### src/hw/sal_pkg.sv
// Purpose: Constants for the layer-1 activation control block
// Assumes: 25 MHz core clock, 4-bit control channel 0 codes
// Notes: Codes, info selectors and reset values live here only
package sal_pkg;
    // ----------------------------------------------------------
    // Indication codes
    // ----------------------------------------------------------
    localparam logic [3:0] IND_DEACT_REQ = 4'h0;
    localparam logic [3:0] IND_RESET = 4'h1;
    localparam logic [3:0] IND_TEST = 4'h2;
    localparam logic [3:0] IND_RESYNC = 4'h4;
    localparam logic [3:0] IND_POWER_UP = 4'h7;
    localparam logic [3:0] IND_ACT_REQ = 4'h8;
    localparam logic [3:0] IND_LOOP_REQ = 4'ha;
    localparam logic [3:0] IND_FAR_VIOL = 4'hb;
    localparam logic [3:0] IND_ACT_LOW = 4'hc;
    localparam logic [3:0] IND_ACT_HIGH = 4'hd;
    localparam logic [3:0] IND_LOOP_ACT = 4'he;
    localparam logic [3:0] IND_DEACT_CONF = 4'hf;
    // ----------------------------------------------------------
    // Command codes
    // ----------------------------------------------------------
    localparam logic [3:0] CMD_TIMING = 4'h0;
    localparam logic [3:0] CMD_RESET = 4'h1;
    localparam logic [3:0] CMD_TEST1 = 4'h2;
    localparam logic [3:0] CMD_TEST2 = 4'h3;
    localparam logic [3:0] CMD_ACT_LOW = 4'h8;
    localparam logic [3:0] CMD_ACT_HIGH = 4'h9;
    localparam logic [3:0] CMD_LOOP = 4'ha;
    localparam logic [3:0] CMD_DEACT_IND = 4'hf;
    // ----------------------------------------------------------
    // Received info codes (line receiver status)
    // ----------------------------------------------------------
    localparam logic [1:0] RX_INFO0 = 2'h0;
    localparam logic [1:0] RX_INFO2 = 2'h1;
    localparam logic [1:0] RX_INFO4 = 2'h2;
    localparam logic [1:0] RX_INFOX = 2'h3;
    // ----------------------------------------------------------
    // Transmitted info selectors
    // ----------------------------------------------------------
    localparam logic [2:0] TX_INFO0 = 3'h0;
    localparam logic [2:0] TX_INFO1 = 3'h1;
    localparam logic [2:0] TX_INFO3 = 3'h3;
    localparam logic [2:0] TX_TEST1 = 3'h4;
    localparam logic [2:0] TX_TEST2 = 3'h5;
    // ----------------------------------------------------------
    // Line pattern and frame geometry
    // ----------------------------------------------------------
    localparam logic [7:0] INFO1_PATTERN = 8'h3f;
    localparam int FRAME_BITS = 48;
    localparam logic [5:0] FRAME_LAST = 6'h2f;
    // Reset values of enables
    localparam logic RST_TRX_DISABLE = 1'b0;
    localparam logic RST_TX_DISABLE = 1'b1;
endpackage : sal_pkg

### src/hw/sal_layer1_ctrl.sv
// Purpose: Layer-1 activation, deactivation and line pattern control
// Assumes: line bit strobe one cycle per line bit, receiver decodes infos
// Notes: Indications held on ind_code until the state changes, or until an input of the active or loop states changes
`timescale 1ns/10ps
// Operation
// - Deactivation from activated/lost framing gives 0000
// - Signal without sync gives code 0100
// - Bus clocks supplied gives power-up 0111
// - Loop closed 1010, loop activated 1110
// - Violation code 1011 only when enabled
// - Info 4: 1100 low or 1101 high priority
// - Deactivation confirm 1111, clocks stop if enabled
// - Info 1 sends 00111111 repeatedly, AMI coded
// - Test 1 one pulse/frame, test 2 continuous
// - Software control freezes state machine unless transceiver disabled
// - Status changes raise interrupt, read clears it
// - Clock stop bit low keeps clocks running
// - Clock stop: pins idle, level detector only
// - Level detect wakes clocks or raises interrupt
// - Reset: transceiver enabled, transmitter disabled
// - Transceiver disable stops layer 1, clock pins input
// - Internal loop routes transmit to receive, B/D back
// - Internal loop keeps awake detector, reports resync
// - External loop needs bit, awake detector disabled
module sal_layer1_ctrl
    import sal_pkg::*;
(
    input wire logic core_clk,
    input wire logic srst,
    input wire logic clk_en,
    input wire logic [3:0] ctrl_channel0_code,
    input wire logic cmd_valid,
    input wire logic [1:0] rx_info,
    input wire logic rx_sync,
    input wire logic rx_level,
    input wire logic rx_code_violation,
    input wire logic rx_prio_high,
    input wire logic line_bit_stb,
    input wire logic far_violation_enable,
    input wire logic layer1_software_control,
    input wire logic clock_stop_in_powerdown,
    input wire logic level_detect_disable,
    input wire logic software_power_up,
    input wire logic transceiver_disable_wr,
    input wire logic transceiver_disable_in,
    input wire logic transmit_disable_wr,
    input wire logic transmit_disable_in,
    input wire logic external_loop_bit,
    input wire logic analog_loop_bit,
    input wire logic [2:0] transmit_command_reg,
    input wire logic receiver_status_rd,
    input wire logic receiver_change_mask,
    input wire logic [1:0] up_bd_data,
    output logic [3:0] ind_code,
    output logic [2:0] tx_info_sel,
    output logic tx_mark,
    output logic tx_polarity,
    output logic tx_enable,
    output logic loop_internal,
    output logic awake_det_en,
    output logic [1:0] down_bd_data,
    output logic clocks_running,
    output logic downstream_data_line,
    output logic upstream_data_line,
    output logic data_clock_pin_oe,
    output logic frame_sync_pin_oe,
    output logic bit_clock_pin,
    output logic [3:0] receiver_status_reg,
    output logic receiver_change_irq,
    output logic level_detect_irq,
    output logic transceiver_disable,
    output logic transmit_disable
);
    // ----------------------------------------------------------
    // State machine
    // ----------------------------------------------------------
    typedef enum logic [3:0] {
        S_RESET = 4'h0, S_PEND_DEACT = 4'h1, S_PDOWN = 4'h2,
        S_PUP = 4'h3, S_PEND_ACT = 4'h4, S_UNSYNC = 4'h5,
        S_SYNC = 4'h6, S_ACTIVE = 4'h7, S_LOST = 4'h8,
        S_LOOP_CL = 4'h9, S_LOOP_ACT = 4'ha, S_TEST1 = 4'hb,
        S_TEST2 = 4'hc
    } sal_state_e;

    sal_state_e state_q, state_d;
    logic prio_high_q;
    logic viol_flag_q;
    logic [7:0] pat_q;
    logic [5:0] bit_cnt_q;
    logic polarity_q;
    logic [3:0] status_prev_q;
    logic clk_stopped_q;
    logic mark_d;
    logic line_ok;
    logic ld_event;

    // Layer 1 usable only when transceiver enabled
    assign line_ok = !transceiver_disable;
    // Line level in power-down while detector armed
    assign ld_event = line_ok && rx_level && awake_det_en
        && (state_q == S_PDOWN);

    // Next state of the internal activation machine
    always_comb
    begin
        state_d = state_q;
        if (cmd_valid && ctrl_channel0_code == CMD_RESET)
            state_d = S_RESET;
        else if (cmd_valid && ctrl_channel0_code == CMD_TEST1)
            state_d = S_TEST1;
        else if (cmd_valid && ctrl_channel0_code == CMD_TEST2)
            state_d = S_TEST2;
        else if (cmd_valid && ctrl_channel0_code == CMD_LOOP)
            state_d = S_LOOP_CL;
        else
        begin
            unique case (state_q)
                S_RESET, S_TEST1, S_TEST2:
                    if (cmd_valid && ctrl_channel0_code == CMD_DEACT_IND)
                        state_d = S_PDOWN;
                S_PEND_DEACT:
                    if (cmd_valid && ctrl_channel0_code == CMD_DEACT_IND)
                        state_d = S_PDOWN;
                S_PDOWN:
                    if (rx_info != RX_INFO0 && rx_level)
                        state_d = S_UNSYNC;
                    else if (cmd_valid
                        && ctrl_channel0_code == CMD_TIMING)
                        state_d = S_PUP;
                S_PUP:
                    if (cmd_valid && (ctrl_channel0_code == CMD_ACT_LOW
                        || ctrl_channel0_code == CMD_ACT_HIGH))
                        state_d = S_PEND_ACT;
                    else if (cmd_valid
                        && ctrl_channel0_code == CMD_DEACT_IND)
                        state_d = S_PDOWN;
                    else if (rx_info != RX_INFO0)
                        state_d = S_UNSYNC;
                S_PEND_ACT, S_UNSYNC:
                    if (rx_sync && rx_info == RX_INFO4)
                        state_d = S_ACTIVE;
                    else if (rx_sync && rx_info == RX_INFO2)
                        state_d = S_SYNC;
                    else if (state_q == S_PEND_ACT
                        && rx_info == RX_INFOX)
                        state_d = S_UNSYNC;
                S_SYNC, S_ACTIVE:
                    if (rx_info == RX_INFO0)
                        state_d = S_PEND_DEACT;
                    else if (!rx_sync)
                        state_d = S_LOST;
                    else if (rx_info == RX_INFO4)
                        state_d = S_ACTIVE;
                    else if (rx_info == RX_INFO2)
                        state_d = S_SYNC;
                S_LOST:
                    if (rx_info == RX_INFO0)
                        state_d = S_PEND_DEACT;
                    else if (rx_sync && rx_info == RX_INFO4)
                        state_d = S_ACTIVE;
                    else if (rx_sync && rx_info == RX_INFO2)
                        state_d = S_SYNC;
                S_LOOP_CL:
                    if (rx_sync)
                        state_d = S_LOOP_ACT;
                    else if (cmd_valid
                        && ctrl_channel0_code == CMD_DEACT_IND)
                        state_d = S_PDOWN;
                S_LOOP_ACT:
                    if (cmd_valid && ctrl_channel0_code == CMD_DEACT_IND)
                        state_d = S_PDOWN;
                default:
                    state_d = S_RESET;
            endcase
        end
        if (!line_ok)
            state_d = S_RESET;
    end

    // State register, frozen under software control
    always_ff @(posedge core_clk)
    begin
        if (srst)
            state_q <= S_RESET;
        else if (clk_en && (!layer1_software_control || !line_ok))
            state_q <= state_d;
    end

    // Priority class latched on activation request
    always_ff @(posedge core_clk)
    begin
        if (srst)
            prio_high_q <= 1'b0;
        else if (clk_en && cmd_valid)
        begin
            if (ctrl_channel0_code == CMD_ACT_LOW)
                prio_high_q <= 1'b0;
            else if (ctrl_channel0_code == CMD_ACT_HIGH)
                prio_high_q <= 1'b1;
        end
    end

    // Far-end violation flag, only when enabled
    always_ff @(posedge core_clk)
    begin
        if (srst)
            viol_flag_q <= 1'b0;
        else if (clk_en)
            viol_flag_q <= far_violation_enable && rx_code_violation
                && (state_q == S_ACTIVE);
    end

    // ----------------------------------------------------------
    // Indication encoding, held while state and its active/loop inputs hold
    // ----------------------------------------------------------
    always_ff @(posedge core_clk)
    begin
        if (srst)
            ind_code <= IND_RESET;
        else if (clk_en)
        begin
            unique case (state_q)
                S_RESET: ind_code <= IND_RESET;
                S_TEST1, S_TEST2: ind_code <= IND_TEST;
                S_PEND_DEACT: ind_code <= IND_DEACT_REQ;
                S_PDOWN: ind_code <= IND_DEACT_CONF;
                S_PUP: ind_code <= IND_POWER_UP;
                S_PEND_ACT, S_UNSYNC, S_LOST:
                    ind_code <= IND_RESYNC;
                S_SYNC: ind_code <= IND_ACT_REQ;
                S_ACTIVE:
                    if (viol_flag_q)
                        ind_code <= IND_FAR_VIOL;
                    else if (rx_prio_high || prio_high_q)
                        ind_code <= IND_ACT_HIGH;
                    else
                        ind_code <= IND_ACT_LOW;
                S_LOOP_CL, S_LOOP_ACT:
                    if (rx_level && !external_loop_bit)
                        ind_code <= IND_RESYNC;
                    else if (state_q == S_LOOP_ACT)
                        ind_code <= IND_LOOP_ACT;
                    else
                        ind_code <= IND_LOOP_REQ;
                default: ind_code <= IND_RESET;
            endcase
        end
    end

    // ----------------------------------------------------------
    // Transmit info selection
    // ----------------------------------------------------------
    always_ff @(posedge core_clk)
    begin
        if (srst)
            tx_info_sel <= TX_INFO0;
        else if (clk_en)
        begin
            if (!line_ok)
                tx_info_sel <= TX_INFO0;
            else if (layer1_software_control)
                tx_info_sel <= transmit_command_reg;
            else
            begin
                unique case (state_q)
                    S_PEND_ACT: tx_info_sel <= TX_INFO1;
                    S_SYNC, S_ACTIVE, S_LOOP_CL, S_LOOP_ACT:
                        tx_info_sel <= TX_INFO3;
                    S_TEST1: tx_info_sel <= TX_TEST1;
                    S_TEST2: tx_info_sel <= TX_TEST2;
                    default: tx_info_sel <= TX_INFO0;
                endcase
            end
        end
    end

    // Bit counter and info 1 pattern rotation
    always_ff @(posedge core_clk)
    begin
        if (srst)
        begin
            bit_cnt_q <= '0;
            pat_q <= INFO1_PATTERN;
        end
        else if (clk_en && line_bit_stb)
        begin
            bit_cnt_q <= (bit_cnt_q == FRAME_LAST) ? '0
                : bit_cnt_q + 6'h1;
            pat_q <= {pat_q[6:0], pat_q[7]};
        end
    end

    // Mark selection per info
    always_comb
    begin
        unique case (tx_info_sel)
            TX_INFO1: mark_d = pat_q[7];
            TX_TEST1: mark_d = (bit_cnt_q == '0);
            TX_TEST2: mark_d = 1'b1;
            TX_INFO3: mark_d = up_bd_data[0];
            default: mark_d = 1'b0;
        endcase
    end

    // AMI coding: each mark flips polarity
    always_ff @(posedge core_clk)
    begin
        if (srst)
        begin
            tx_mark <= 1'b0;
            polarity_q <= 1'b0;
        end
        else if (clk_en && line_bit_stb)
        begin
            tx_mark <= mark_d;
            if (mark_d)
                polarity_q <= !polarity_q;
        end
    end
    assign tx_polarity = polarity_q;
    assign tx_enable = line_ok && !transmit_disable;

    // ----------------------------------------------------------
    // Loops
    // ----------------------------------------------------------
    always_ff @(posedge core_clk)
    begin
        if (srst)
        begin
            loop_internal <= 1'b0;
            awake_det_en <= 1'b1;
            down_bd_data <= '0;
        end
        else if (clk_en)
        begin
            loop_internal <= line_ok && ((state_q == S_LOOP_CL)
                || (state_q == S_LOOP_ACT)
                || (layer1_software_control && analog_loop_bit));
            awake_det_en <= line_ok && !(external_loop_bit
                && loop_internal);
            down_bd_data <= loop_internal ? up_bd_data : '0;
        end
    end

    // ----------------------------------------------------------
    // Power-down clock handling
    // ----------------------------------------------------------
    always_ff @(posedge core_clk)
    begin
        if (srst)
            clk_stopped_q <= 1'b0;
        else if (clk_en)
        begin
            if (!clock_stop_in_powerdown || software_power_up)
                clk_stopped_q <= 1'b0;
            else if (ld_event && !level_detect_disable)
                clk_stopped_q <= 1'b0;
            else if (state_q == S_PDOWN && state_d == S_PDOWN)
                clk_stopped_q <= 1'b1;
            else if (state_q != S_PDOWN)
                clk_stopped_q <= 1'b0;
        end
    end
    assign clocks_running = !clk_stopped_q;
    assign downstream_data_line = 1'b1; // Idle high
    assign upstream_data_line = 1'b1;
    assign bit_clock_pin = 1'b1; // High when stopped
    assign data_clock_pin_oe = line_ok && !clk_stopped_q;
    assign frame_sync_pin_oe = line_ok;

    // Level-detect interrupt, set wins over clear
    always_ff @(posedge core_clk)
    begin
        if (srst)
            level_detect_irq <= 1'b0;
        else if (clk_en)
        begin
            if (ld_event && level_detect_disable)
                level_detect_irq <= 1'b1;
            else if (receiver_status_rd)
                level_detect_irq <= 1'b0;
        end
    end

    // Receiver status and change interrupt
    always_ff @(posedge core_clk)
    begin
        if (srst)
        begin
            receiver_status_reg <= '0;
            status_prev_q <= '0;
            receiver_change_irq <= 1'b0;
        end
        else if (clk_en)
        begin
            receiver_status_reg <= {rx_level, rx_sync, rx_info};
            status_prev_q <= receiver_status_reg;
            if (receiver_status_reg != status_prev_q
                && !receiver_change_mask)
                receiver_change_irq <= 1'b1;
            else if (receiver_status_rd)
                receiver_change_irq <= 1'b0;
        end
    end

    // Enable bits with documented reset values
    always_ff @(posedge core_clk)
    begin
        if (srst)
        begin
            transceiver_disable <= RST_TRX_DISABLE;
            transmit_disable <= RST_TX_DISABLE;
        end
        else if (clk_en)
        begin
            if (transceiver_disable_wr)
                transceiver_disable <= transceiver_disable_in;
            if (transmit_disable_wr)
                transmit_disable <= transmit_disable_in;
        end
    end

    // ----------------------------------------------------------
    // Assertions
    // ----------------------------------------------------------
    property p_deact_req;
        @(posedge core_clk) disable iff (srst)
        clk_en && state_q == S_PEND_DEACT |=> ind_code == IND_DEACT_REQ;
    endproperty
    a_deact_req: assert property (p_deact_req)
        else $error("deactivation request code wrong");
    property p_power_up;
        @(posedge core_clk) disable iff (srst)
        clk_en && state_q == S_PUP |=> ind_code == IND_POWER_UP;
    endproperty
    a_power_up: assert property (p_power_up)
        else $error("power-up code wrong");
    property p_viol_gate;
        @(posedge core_clk) disable iff (srst)
        ind_code == IND_FAR_VIOL |-> $past(far_violation_enable, 2);
    endproperty
    a_viol_gate: assert property (p_viol_gate)
        else $error("violation reported while disabled");
    property p_sw_freeze;
        @(posedge core_clk) disable iff (srst)
        layer1_software_control && line_ok |=> $stable(state_q);
    endproperty
    a_sw_freeze: assert property (p_sw_freeze)
        else $error("state moved under software control");
    property p_irq_change;
        @(posedge core_clk) disable iff (srst)
        clk_en && !receiver_change_mask
            && receiver_status_reg != status_prev_q
            |=> receiver_change_irq;
    endproperty
    a_irq_change: assert property (p_irq_change)
        else $error("status change missed");
    property p_clk_run;
        @(posedge core_clk) disable iff (srst)
        clk_en && !clock_stop_in_powerdown |=> clocks_running;
    endproperty
    a_clk_run: assert property (p_clk_run)
        else $error("clocks stopped with stop bit clear");
    property p_trx_dis;
        @(posedge core_clk) disable iff (srst)
        transceiver_disable |-> !data_clock_pin_oe && !frame_sync_pin_oe;
    endproperty
    a_trx_dis: assert property (p_trx_dis)
        else $error("clock pins driven while disabled");
    property p_loop_route;
        @(posedge core_clk) disable iff (srst)
        clk_en && loop_internal |=> down_bd_data == $past(up_bd_data);
    endproperty
    a_loop_route: assert property (p_loop_route)
        else $error("loop data not returned");
endmodule : sal_layer1_ctrl

### config.mk
export PLATFORM = sky130hd
export DESIGN_NAME = sal_layer1_ctrl
export DESIGN_NICKNAME = d
export VERILOG_FILES = /design/src/hw/sal_pkg.sv /design/src/hw/sal_layer1_ctrl.sv
export SDC_FILE = /design/constraint.sdc
export NUM_CORES = 1
export LEC_CHECK = 0
export ABC_AREA = 0
export BUFFER_PORTS_ARGS = -buffer_cell sky130_fd_sc_hd__buf_4
export CAP_MARGIN = 20
export CELL_PAD_IN_SITES_DETAIL_PLACEMENT = 1
export CELL_PAD_IN_SITES_GLOBAL_PLACEMENT = 1
export CORE_MARGIN = 5
export CORE_UTILIZATION = 43
export DETAILED_ROUTE_END_ITERATION = 16
export MAX_ROUTING_LAYER = met4
export PLACE_DENSITY = 0.93
export SLEW_MARGIN = 10
export SYNTH_ARGS = -nofsm -noshare
export SYNTH_HDL_FRONTEND = slang
export SYNTH_SLANG_ARGS = --single-unit
### constraint.sdc
create_clock -name core_clk -period 2.7 [get_ports core_clk]
set_input_delay 0.54 -clock core_clk [delete_from_list [all_inputs] [get_ports core_clk]]
set_output_delay 0.54 -clock core_clk [all_outputs]
set_load 0.005 [all_outputs]
==> results of run 1 <==
metal layers:
layer / share of wire, % / global-route usage (%)
met1: 45 / 29.2
met2: 48 / 36.4
met4: 1.5 / 7.44
met5: 0 / -
met3: 5.1 / 3.13
through the flow:
stage	hold slack [ns]	total power, mW	utilization, %	instance area (sq um)	setup slack (ns)
6_report	0.471	1.56	53.7	3240	0.592
5_1_grt	0.494	1.63	53.7	3240	0.486
4_1_cts	0.471	1.57	53.7	3240	0.598
3_5_place_dp	0.457	1.05	51.9	3130	0.466
3_3_place_gp	0.441	1.04	51.9	3130	0.562
2_1_floorplan	0.432	0.935	-	2700	0.762
worst register-to-register path: stages (launching register included):
cell and delay [ns]:
dfxtp_1 0.67, and3b_1 0.26, or3_1 0.30, o211ai_1 0.11, o31a_2 0.17, o2111ai_1 0.14, a2111oi_2 0.37
path summary, 6_finish.rpt:
path	start	endpoint	slack, ns	cells past startpoint
min reg2reg	pat_q[4]	pat_q[5]	0.47	2
max	state_q[1]	clk_stopped_q	0.59	6
max reg2reg	state_q[1]	clk_stopped_q	0.59	6
min	pat_q[4]	pat_q[5]	0.47	2
cells in the final DEF (no fill, tap or decap), types with 3 or more instances in the layout:
cell type / synthesis / layout
a211oi_1: 3 / 3
a21o_1: 3 / 3
a21oi_1: 20 / 20
a22oi_1: 3 / 3
and2b_1: 3 / 3
and3_1: 3 / 3
buf_4: 4 / 63
clkbuf_8: 0 / 5
conb_1: 1 / 3
dfxtp_1: 46 / 46
inv_1: 13 / 13
mux2i_1: 12 / 12
nand2_1: 37 / 37
nand2b_1: 7 / 7
nand3_1: 9 / 9
nand3b_1: 7 / 7
nand4_1: 6 / 6
nor2_1: 42 / 42
nor2b_1: 8 / 8
nor3_1: 5 / 5
o21ai_0: 8 / 8
o21ai_2: 3 / 3
o22ai_1: 3 / 3
xnor2_1: 3 / 3
xor2_1: 8 / 8
layout make-up:
cell class                      count  area (sq um)  share of cell area, %
Tap cell                           75          93.8                   2.90
Timing Repair Buffer               63           473                   14.6
Multi-Input combinational cell    250          1590                   49.1
Inverter                           13          48.8                   1.51
Clock buffer                        6          72.6                   2.24
Clock inverter                      2          37.5                   1.16
Sequential cell                    46           921                   28.4
Yosys cell counts (6+ instances only):
cell type and instances:
a21oi_1 20, clkbuf_1 11, dfxtp_1 46, inv_1 13, mux2i_1 12, nand2_1 37, nand2b_1 7, nand3_1 9
nand3b_1 7, nand4_1 6, nor2_1 42, nor2b_1 8, o21ai_0 8, xor2_1 8
power breakdown:
part / internal (mW) / switching [mW]
Combinational: 0.140 / 0.152
Clock: 0.276 / 0.245
Sequential: 0.708 / 0.0365
kinds of logic (layout without fill, tap and decap cells):
logic type	count (synthesis)	count (layout)	synth area share, %
and+or+nand+nor	141	141	26.8
xor gates and xnor gates	11	11	3.57
muxes	12	12	4.45
buffers and inverters	38	84	7.15
adders and majority gates	2	2	0.928
DFF	46	46	34.2
AOI/OAI and AO/OA	81	81	22.8
other	1	3	0.139
==> impl_results.md, run 1 <==
- Outcome: finished clean
- Rel. slew slack: approximately 60%
- Seq/Total Area, Yosys: roughly a third
- Final instance count without filler cells: about 460
- Remaining DRCs: 0
- CTS max path bufs: 2
- Total grt overflow: 0
- Largest area contributor in the netlist: dfxtp_1
- Total wire length: approximately 8200 microns
- Hold-fix buffers, CTS: 0
- Max reg flops: 8
- Hold Path Class: flip-flop to flip-flop
- PostCTS Resize Cnt: 0
- CTS Buf Count: 5
- Die ar.: 0.00795 sq mm
- Total Routing Usage GR: a little under a quarter
- Count of pins over their slew limit: 0
- Clk_skew: 0.00303 ns
- Vias in the first global route: between 2000 and 3000
- Antenna diode count: 0
- CTS tree: built
- Tmin final: 2.11 ns
- TNS Setup: 0 ns
- Top cells by area, synth: dfxtp_1, nor2_1, nand2_1
- Async set-or-reset flop fraction in the synthesized netlist: 0%
- Vias/cell: around 5.7
- Fillers: around 750
- Number of synthesized flops with an enable pin: 0
- Setup violators final: 0
- I/O Buffers: 57
- Gp weighted congestion: between 0.8 and 0.9
- CORE AREA: 0.00603 sq mm
- Placed Cells: roughly 450
- Crit end category: flip-flop
- Cell Chain, Critical Path: and3b_1 -> or3_1 -> o211ai_1 -> o31a_2 -> o2111ai_1 -> a2111oi_2
- Avg Synthesized Cell Area: roughly 8 sq um
- Mapped Area: roughly 0.0027 sq mm
- Routed Antenna Nets: 0
- First-pass GRT wire length: around 13000 microns
- CP bufs+invs: 0
- Ys flop type: dfxtp_1
- HPWL Detailed: just over 6000 microns
- VDD IR-drop max: 340 uV
- Area Overhead vs Synth: 20.0%
- Die W: around 89 microns
- Average wire per standard cell: 18.0 microns
- Worst Tran Pin Value: 0.593 ns
- CP Class: flip-flop to flip-flop
- Arrival time worst endpoint: roughly 2.3 ns
- CTS sink cnt: between 40 and 50
- Power density over the cells: about 480 mW/mm^2
- Share of layout cells above drive strength 1: between 20% and 30%
- Chip Height: between 80 and 90 microns
- Initial antenna violation count: 0
- Worst Setup Start Kind: flip-flop
- Flip-flop and latch count after synthesis: 46
- Fmax: around 0.47 GHz
- Biggest regs: pat_q x8, bit_cnt_q x6
- Detailed Routing Iterations Pass 1: 4
- Final Hold Vio Count: 0
- Starting Density: between 40 and 50%
- Largest net degree at the start of global routing: 44
- CTS H-tree depth: 2
- Setup bufs post-CTS: 0
- Cell count after synthesis: roughly 330
- Yosys cell types: 70
- Yosys top cell area share: about 34%
- Crit-path leading delay family: compound AO/OA/AOI/OAI gates
- CTS Root Cell: clkbuf_8
- Period utilization: just under 80%
- First-iteration detailed-routing DRC count: between 90 and 100
- RSZ-0062 raised after global routing: no
- Nets: 414
- Reg with most FFs: pat_q
- Critical-path top delay cell: dfxtp_1
- Number of max-cap violations: 0
- Clock Latency Late Sink: ~0.30 ns
- Row count: 28
- Max incr delay on CP: about 0.67 ns
- Leak: approximately 1.4 nW
- Via count: about 2600
- Critical Path RT: 2.91 ns
- I/O pins: 61
- Clk slew on worst S/H paths: 0.09 ns
- CP Max Fanout: 14
- YS warnings: 0
Power figures use the tool's default switching activity.
==> inputs of run 2 (changes only) <==
--- a/config.mk
+++ b/config.mk
@@ -11,10 +11,10 @@
 export CELL_PAD_IN_SITES_DETAIL_PLACEMENT = 1
 export CELL_PAD_IN_SITES_GLOBAL_PLACEMENT = 1
 export CORE_MARGIN = 5
-export CORE_UTILIZATION = 43
+export CORE_UTILIZATION = 36
 export DETAILED_ROUTE_END_ITERATION = 16
 export MAX_ROUTING_LAYER = met4
-export PLACE_DENSITY = 0.93
+export PLACE_DENSITY = 0.83
 export SLEW_MARGIN = 10
 export SYNTH_ARGS = -nofsm -noshare
 export SYNTH_HDL_FRONTEND = slang
==> constraint.sdc (replaced) <==
create_clock -name core_clk -period 1.9 [get_ports core_clk]
set_input_delay 0.38 -clock core_clk [delete_from_list [all_inputs] [get_ports core_clk]]
set_output_delay 0.38 -clock core_clk [all_outputs]
set_load 0.005 [all_outputs]
==> run 2 against run 1 <==
Hold slack worse by 0.15 ns. Total power grew 36%. Register-to-register slack lost 0.52 ns. Clock skew is essentially flat. Global-route usage down 3.9 points. Largest power group unchanged. Non-clock buffer count increased by 23. Via count rose by 3.0%. Final cell count up 10%.
==> impl_results.md, run 2 (synthesis results as in run 1) <==
- Total wire length: 8080 microns (was 8180 microns)
- Power density over the cells: 612 mW/mm^2 (was 481 mW/mm^2)
- Vias/cell: 5.31 (was 5.68)
- Die ar.: 0.00932 sq mm (was 0.00795 sq mm)
- CTS sink cnt: 46 (unchanged)
- Max reg flops: 8 (unchanged)
- Tmin final: 1.83 ns (was 2.11 ns)
- CTS tree: built (unchanged)
- Comb power frac: 21.7% (was 18.7%)
- DP Area: 0.00331 sq mm (was 0.00313 sq mm)
- Finished Cell Area: 0.00345 sq mm (was 0.00324 sq mm)
- Clock power frac: 28.7% (was 33.5%)
- Leak: 1.52 nW (was 1.39 nW)
- Critical Path RT: 2.11 ns (was 2.91 ns)
- Row count: 31 (was 28)
- VDD IR-drop max: 315 uV (was 340 uV)
- I/O pins: 61 (unchanged)
- Total grt overflow: 0 (unchanged)
- Area Overhead vs Synth: 27.9% (was 20.0%)
- Total Routing Usage GR: 18.7% (was 22.6%)
- Sw Pwr: 0.619 mW (was 0.433 mW)
- Die W: 96.5 microns (was 89.2 microns)
- CTS Buf Count: 5 (unchanged)
- FF-to-FF End: clk_stopped_q (unchanged)
- Hold Slack: 0.320 ns (was 0.471 ns)
- Via count: 2664 (was 2586)
- Worst setup path end: clk_stopped_q (unchanged)
- Arrival time worst endpoint: 2.03 ns (was 2.31 ns)
- Initial antenna violation count: 0 (unchanged)
- Vias in the first global route: 2593 (was 2648)
- Critical-path top delay cell: dfxtp_2 (was dfxtp_1)
- Worst Tran Pin Value: 0.590 ns (was 0.593 ns)
- I/O Buffers: 57 (unchanged)
- Flop pwr share: 49.5% (was 47.8%)
- CORE AREA: 0.00729 sq mm (was 0.00603 sq mm)
- Worst Setup Start Kind: flip-flop (unchanged)
- Commonest non-fill, non-tap cell in the layout: buf_4 (unchanged)
- CTS Root Cell: clkbuf_8 (unchanged)
- Crit. Startpoint: state_q[1] (unchanged)
- Most frequent cells in the layout: buf_4, nor2_1, dfxtp_1 (was buf_4, dfxtp_1, nor2_1)
- Remaining DRCs: 0 (unchanged)
- Chip Height: 96.5 microns (was 89.2 microns)
- First-iteration detailed-routing DRC count: 160 (was 98)
- Reg with most FFs: pat_q (unchanged)
- Starting Density: 37.0% (was 44.7%)
- Crit end category: flip-flop (unchanged)
- Count of pins over their slew limit: 0 (unchanged)
- Period utilization: 96.1% (was 78.1%)
- Routed Antenna Nets: 0 (unchanged)
- Critical R2R Launch: state_q[1] (unchanged)
- Sw frac: 29.3% (was 27.8%)
- Rel. slew slack: 60.1% (about the same)
- Outcome: finished clean (unchanged)
- CP Max Fanout: 8 (was 14)
- Hold Path Class: input port to flip-flop (was flip-flop to flip-flop)
- Fmax: 0.548 GHz (was 0.474 GHz)
- Pint: 1.49 mW (was 1.12 mW)
- R2R cell count: 7 (was 6)
- Nets: 437 (was 414)
- CTS max path bufs: 2 (unchanged)
- Clk_skew: 0.00339 ns (was 0.00303 ns)
- Clock Latency Late Sink: 0.30 ns (about the same)
- Average wire per standard cell: 16.1 microns (was 18.0 microns)
- Detailed Routing Iterations Pass 1: 4 (unchanged)
- Antenna diode count: 0 (unchanged)
- CTS H-tree depth: 2 (unchanged)
- Share of layout cells above drive strength 1: 28.5% (was 22.4%)
- Biggest regs: pat_q x8, bit_cnt_q x6 (unchanged)
- TNS Setup: 0 ns (unchanged)
- Crit-path most repeated cell: buf_4
- Cell Chain, Critical Path: buf_4 -> nand3b_1 -> buf_4 -> a221oi_4 -> o31ai_4 -> o2111ai_2 -> a2111oi_2 (was and3b_1 -> or3_1 -> o211ai_1 -> o31a_2 -> o2111ai_1 -> a2111oi_2)
- Final Hold Vio Count: 0 (unchanged)
- Setup violators final: 0 (unchanged)
- CP Class: flip-flop to flip-flop (unchanged)
- First-pass GRT wire length: 13200 microns (was 13500 microns)
- WHS Path Cells: 2 (unchanged)
- Reg2reg setup slack: 0.07 ns (was 0.59 ns)
- HPWL Detailed: 6350 microns (was 6200 microns)
- Gp weighted congestion: 0.939 (was 0.875)
- Fillers: 921 (was 746)
- Number of max-cap violations: 0 (unchanged)
- Clk slew on worst S/H paths: 0.09 ns (about the same)
- Max incr delay on CP: 0.37 ns (was 0.67 ns)
- Largest net degree at the start of global routing: 44 (unchanged)
run 2: metal layers:
layer	global-route usage, %	share of wire, %
met1	24.6	46
met2	29.9	48
met3	2.87	4.7
met4	5.37	1.2
met5	-	0
run 2: metrics by stage:
stage | total power, mW | setup WS [ns] | cells | utilization (%)
finish | 2.11 | 0.0739 | 502 | 47.3
global route | 2.22 | -0.0327 | 502 | 47.3
CTS | 2.13 | 0.0180 | 500 | 46.8
detailed placement | 1.52 | -0.134 | 492 | 45.5
global placement | 1.51 | -0.0751 | 492 | 45.5
floorplan | 1.33 | 0.122 | 334 | -
run 2: how the worst min path moves through the flow:
stage,from,end
floorplan,pat_q[5],pat_q[6]
global placement,pat_q[5],pat_q[6]
detailed placement,pat_q[6],pat_q[7]
CTS,transmit_disable_in,transmit_disable
global route,transmit_disable_in,transmit_disable
finish,transmit_disable_in,transmit_disable
run 2: layout make-up:
class | count | area [sq um] | area share [%]
clock buffer | 6 | 72.6 | 2.10
multi-input combinational | 250 | 1610 | 46.8
tap | 99 | 124 | 3.59
sequential | 46 | 931 | 27.0
inverter | 13 | 48.8 | 1.41
timing repair buffer | 86 | 646 | 18.7
clock inverter | 2 | 13.8 | 0.399
run 2: critical path, delay by kind of cell, from the launching register on:
family	cells	cell delay, ns
flip-flops	1	0.37
buffers and inverters	2	0.34
AO/OA/AOI/OAI	4	0.85
AND/OR/NAND/NOR	1	0.18
run 2: repair_timing:
item / in CTS / in global routing
gates resized for setup: 3 / 7
pin swaps: 0 / 4
setup endpoints to repair: 1 / 2
gates cloned: 0 / 0
buffers inserted: 0 / 2
hold buffers: 0 / 0
run 2: power by group through the flow:
stage               Sequential (mW)  Clock, mW  Combinational [mW]
floorplan                      1.06          0               0.273
global placement               1.07          0               0.441
detailed placement             1.07          0               0.453
CTS                            1.05      0.627               0.457
global route                   1.05      0.667               0.505
finish                         1.04      0.606               0.459
==> inputs of run 3 (changes only) <==
--- a/config.mk
+++ b/config.mk
@@ -13,7 +13,6 @@
 export CORE_MARGIN = 5
 export CORE_UTILIZATION = 36
 export DETAILED_ROUTE_END_ITERATION = 16
-export MAX_ROUTING_LAYER = met4
 export PLACE_DENSITY = 0.83
 export SLEW_MARGIN = 10
 export SYNTH_ARGS = -nofsm -noshare
==> run 3 against run 2 <==
Utilization is 0.10 points lower. Critical path type unchanged. Final cell count stayed put. Total power is 1.6% higher. Critical path depth is 1 lower. Critical endpoint unchanged. Cell area is 0.22% lower. Combinational power hardly changed. Via count hardly changed. Hold slack better by 0.010 ns. Sequential share of layout area is 0.13 points higher. Fmax is 1.0% lower. Register-to-register slack worse by 0.02 ns.
==> impl_results.md, run 3 (synthesis results as in run 1) <==
- Outcome: finished clean (unchanged)
- Area Overhead vs Synth: 27.7% (was 27.9%)
- Power density over the cells: 623 mW/mm^2 (was 612 mW/mm^2)
- Row count: 31 (unchanged)
- Total Power: 2.14 mW (was 2.11 mW)
- Clock power frac: 29.7% (was 28.7%)
- Detailed Routing Iterations Pass 1: 4 (unchanged)
- Most frequent cells in the layout: buf_4, nor2_1, dfxtp_1 (unchanged)
- Remaining DRCs: 0 (unchanged)
- Biggest regs: pat_q x8, bit_cnt_q x6 (unchanged)
- Period utilization: 97.1% (was 96.1%)
- CP Max Fanout: 6 (was 8)
- CTS Buf Count: 5 (unchanged)
- VDD IR-drop max: 270 uV (was 315 uV)
- Starting Density: 37.0% (unchanged)
- Nets: 437 (unchanged)
- Worst Setup Start Kind: flip-flop (unchanged)
- Total grt overflow: 0 (unchanged)
- Crit end category: flip-flop (unchanged)
- Flop pwr share: 48.8% (was 49.5%)
- WHS Path Cells: 2 (unchanged)
- Critical Path RT: 2.07 ns (was 2.11 ns)
- Leak: 1.50 nW (was 1.52 nW)
- Reg with most FFs: pat_q (unchanged)
- CP Class: flip-flop to flip-flop (unchanged)
- Final WS setup: 0.0549 ns (was 0.0739 ns)
- Comb power frac: 21.5% (was 21.7%)
- Commonest non-fill, non-tap cell in the layout: buf_4 (unchanged)
- Chip Height: 96.5 microns (unchanged)
- Routed Antenna Nets: 0 (unchanged)
- R2R cell count: 6 (was 7)
- Worst Tran Pin Value: 0.547 ns (was 0.590 ns)
- Number of max-cap violations: 0 (unchanged)
- Clk slew on worst S/H paths: 0.10 ns (was 0.09 ns)
- Setup violators final: 0 (unchanged)
- First-pass GRT wire length: 13800 microns (was 13200 microns)
- Average wire per standard cell: 16.9 microns (was 16.1 microns)
- CTS H-tree depth: 2 (unchanged)
- Hold Slack: 0.331 ns (was 0.320 ns)
- Hold-fix buffers, CTS: 0 (unchanged)
- Pint: 1.49 mW (about the same)
- Vias in the first global route: 2797 (was 2593)
- Final Hold Vio Count: 0 (unchanged)
- DP Worst Slack: -0.240 ns (was -0.134 ns)
- Arrival time worst endpoint: 2.02 ns (was 2.03 ns)
- Tmin final: 1.85 ns (was 1.83 ns)
- I/O Buffers: 57 (unchanged)
- Gp weighted congestion: 0.921 (was 0.939)
- Die W: 96.5 microns (unchanged)
- CTS sink cnt: 46 (unchanged)
- Vias/cell: 5.31 (about the same)
- CTS max path bufs: 2 (unchanged)
- HPWL Detailed: 6650 microns (was 6350 microns)
- Rel. slew slack: 63.5% (was 60.1%)
- Largest net degree at the start of global routing: 44 (unchanged)
- Fillers: 910 (was 921)
- TNS Setup: 0 ns (unchanged)
- Die ar.: 0.00932 sq mm (unchanged)
- I/O pins: 61 (unchanged)
- CTS tree: built (unchanged)
- Share of layout cells above drive strength 1: 28.5% (unchanged)
- DP Area: 0.00331 sq mm (unchanged)
- Total Routing Usage GR: 18.9% (was 18.7%)
- Max reg flops: 8 (unchanged)
- Fmax: 0.542 GHz (was 0.548 GHz)
- Clk_skew: 0.0103 ns (was 0.00339 ns)
- Finished Cell Area: 0.00344 sq mm (was 0.00345 sq mm)
- CTS Root Cell: clkbuf_8 (unchanged)
- Total wire length: 8480 microns (was 8080 microns)
- Initial antenna violation count: 0 (unchanged)
- Via count: 2665 (was 2664)
- Antenna diode count: 0 (unchanged)
- Sw frac: 30.3% (was 29.3%)
- Count of pins over their slew limit: 0 (unchanged)
- Hold Path Class: input port to flip-flop (unchanged)
- Sw Pwr: 0.650 mW (was 0.619 mW)
- Clock Latency Late Sink: 0.30 ns (about the same)
- First-iteration detailed-routing DRC count: 112 (was 160)
- RSZ-0062 raised after global routing: yes
- CORE AREA: 0.00729 sq mm (unchanged)
-- run 3: changes by cell type in the layout (fill, tap and decap cells not counted), sizes merged --
cell | before | now
clkbuf | 6 | 5
clkinv | 2 | 0
inv | 13 | 14
clkinvlp | 0 | 2
-- run 3: worst paths after layout --
path,from,end,slack [ns]
setup / recovery,state_q[1],clk_stopped_q,0.05
setup reg to reg,state_q[1],clk_stopped_q,0.05
hold / removal,transmit_disable_in,transmit_disable,0.33
hold reg to reg,pat_q[5],pat_q[6],0.44
-- run 3: through the flow --
stage                     cells  utilization, %
after floorplan             334               -
after global placement      492            45.5
after detailed placement    492            45.5
after CTS                   502            47.0
after global routing        502            47.2
final                       502            47.2
-- run 3: power by group through the flow --
stage               clock network (mW)  registers [mW]  logic, mW
finish                           0.636            1.05      0.462
global route                     0.684            1.05      0.507
CTS                              0.646            1.05      0.462
detailed placement                   0            1.07      0.458
global placement                     0            1.07      0.441
floorplan                            0            1.06      0.273
-- run 3: cell type report --
cell class / instances / area (sq um) / area share (%)
clock inverter: 3 / 23.8 / 0.691
inverter: 13 / 48.8 / 1.42
sequential: 46 / 933 / 27.1
timing repair buffer: 86 / 646 / 18.8
tap: 99 / 124 / 3.60
multi-input combinational: 250 / 1600 / 46.4
clock buffer: 5 / 68.8 / 2.00
-- run 3: worst max-delay path, stage by stage (launching register included) --
cell and delay, ns:
dfxtp_4 0.38, or4b_4 0.56, o21ai_2 0.13, o211ai_1 0.13
a31o_1 0.27, o2111ai_1 0.13, a2111oi_2 0.11
-- run 3: what timing repair did --
action                                  CTS  global route
endpoints found under the setup margin    2             2
resized for setup                         3             6
hold endpoints to repair                  0             0
setup buffers                             2             0
pin swaps                                 0             4
-- run 3: routing by layer --
metal  wire length, microns  GRT usage, %
met1                   3720          23.8
met2                   4210          33.0
met3                    441          2.87
met4                    112          5.61
met5                      0             0
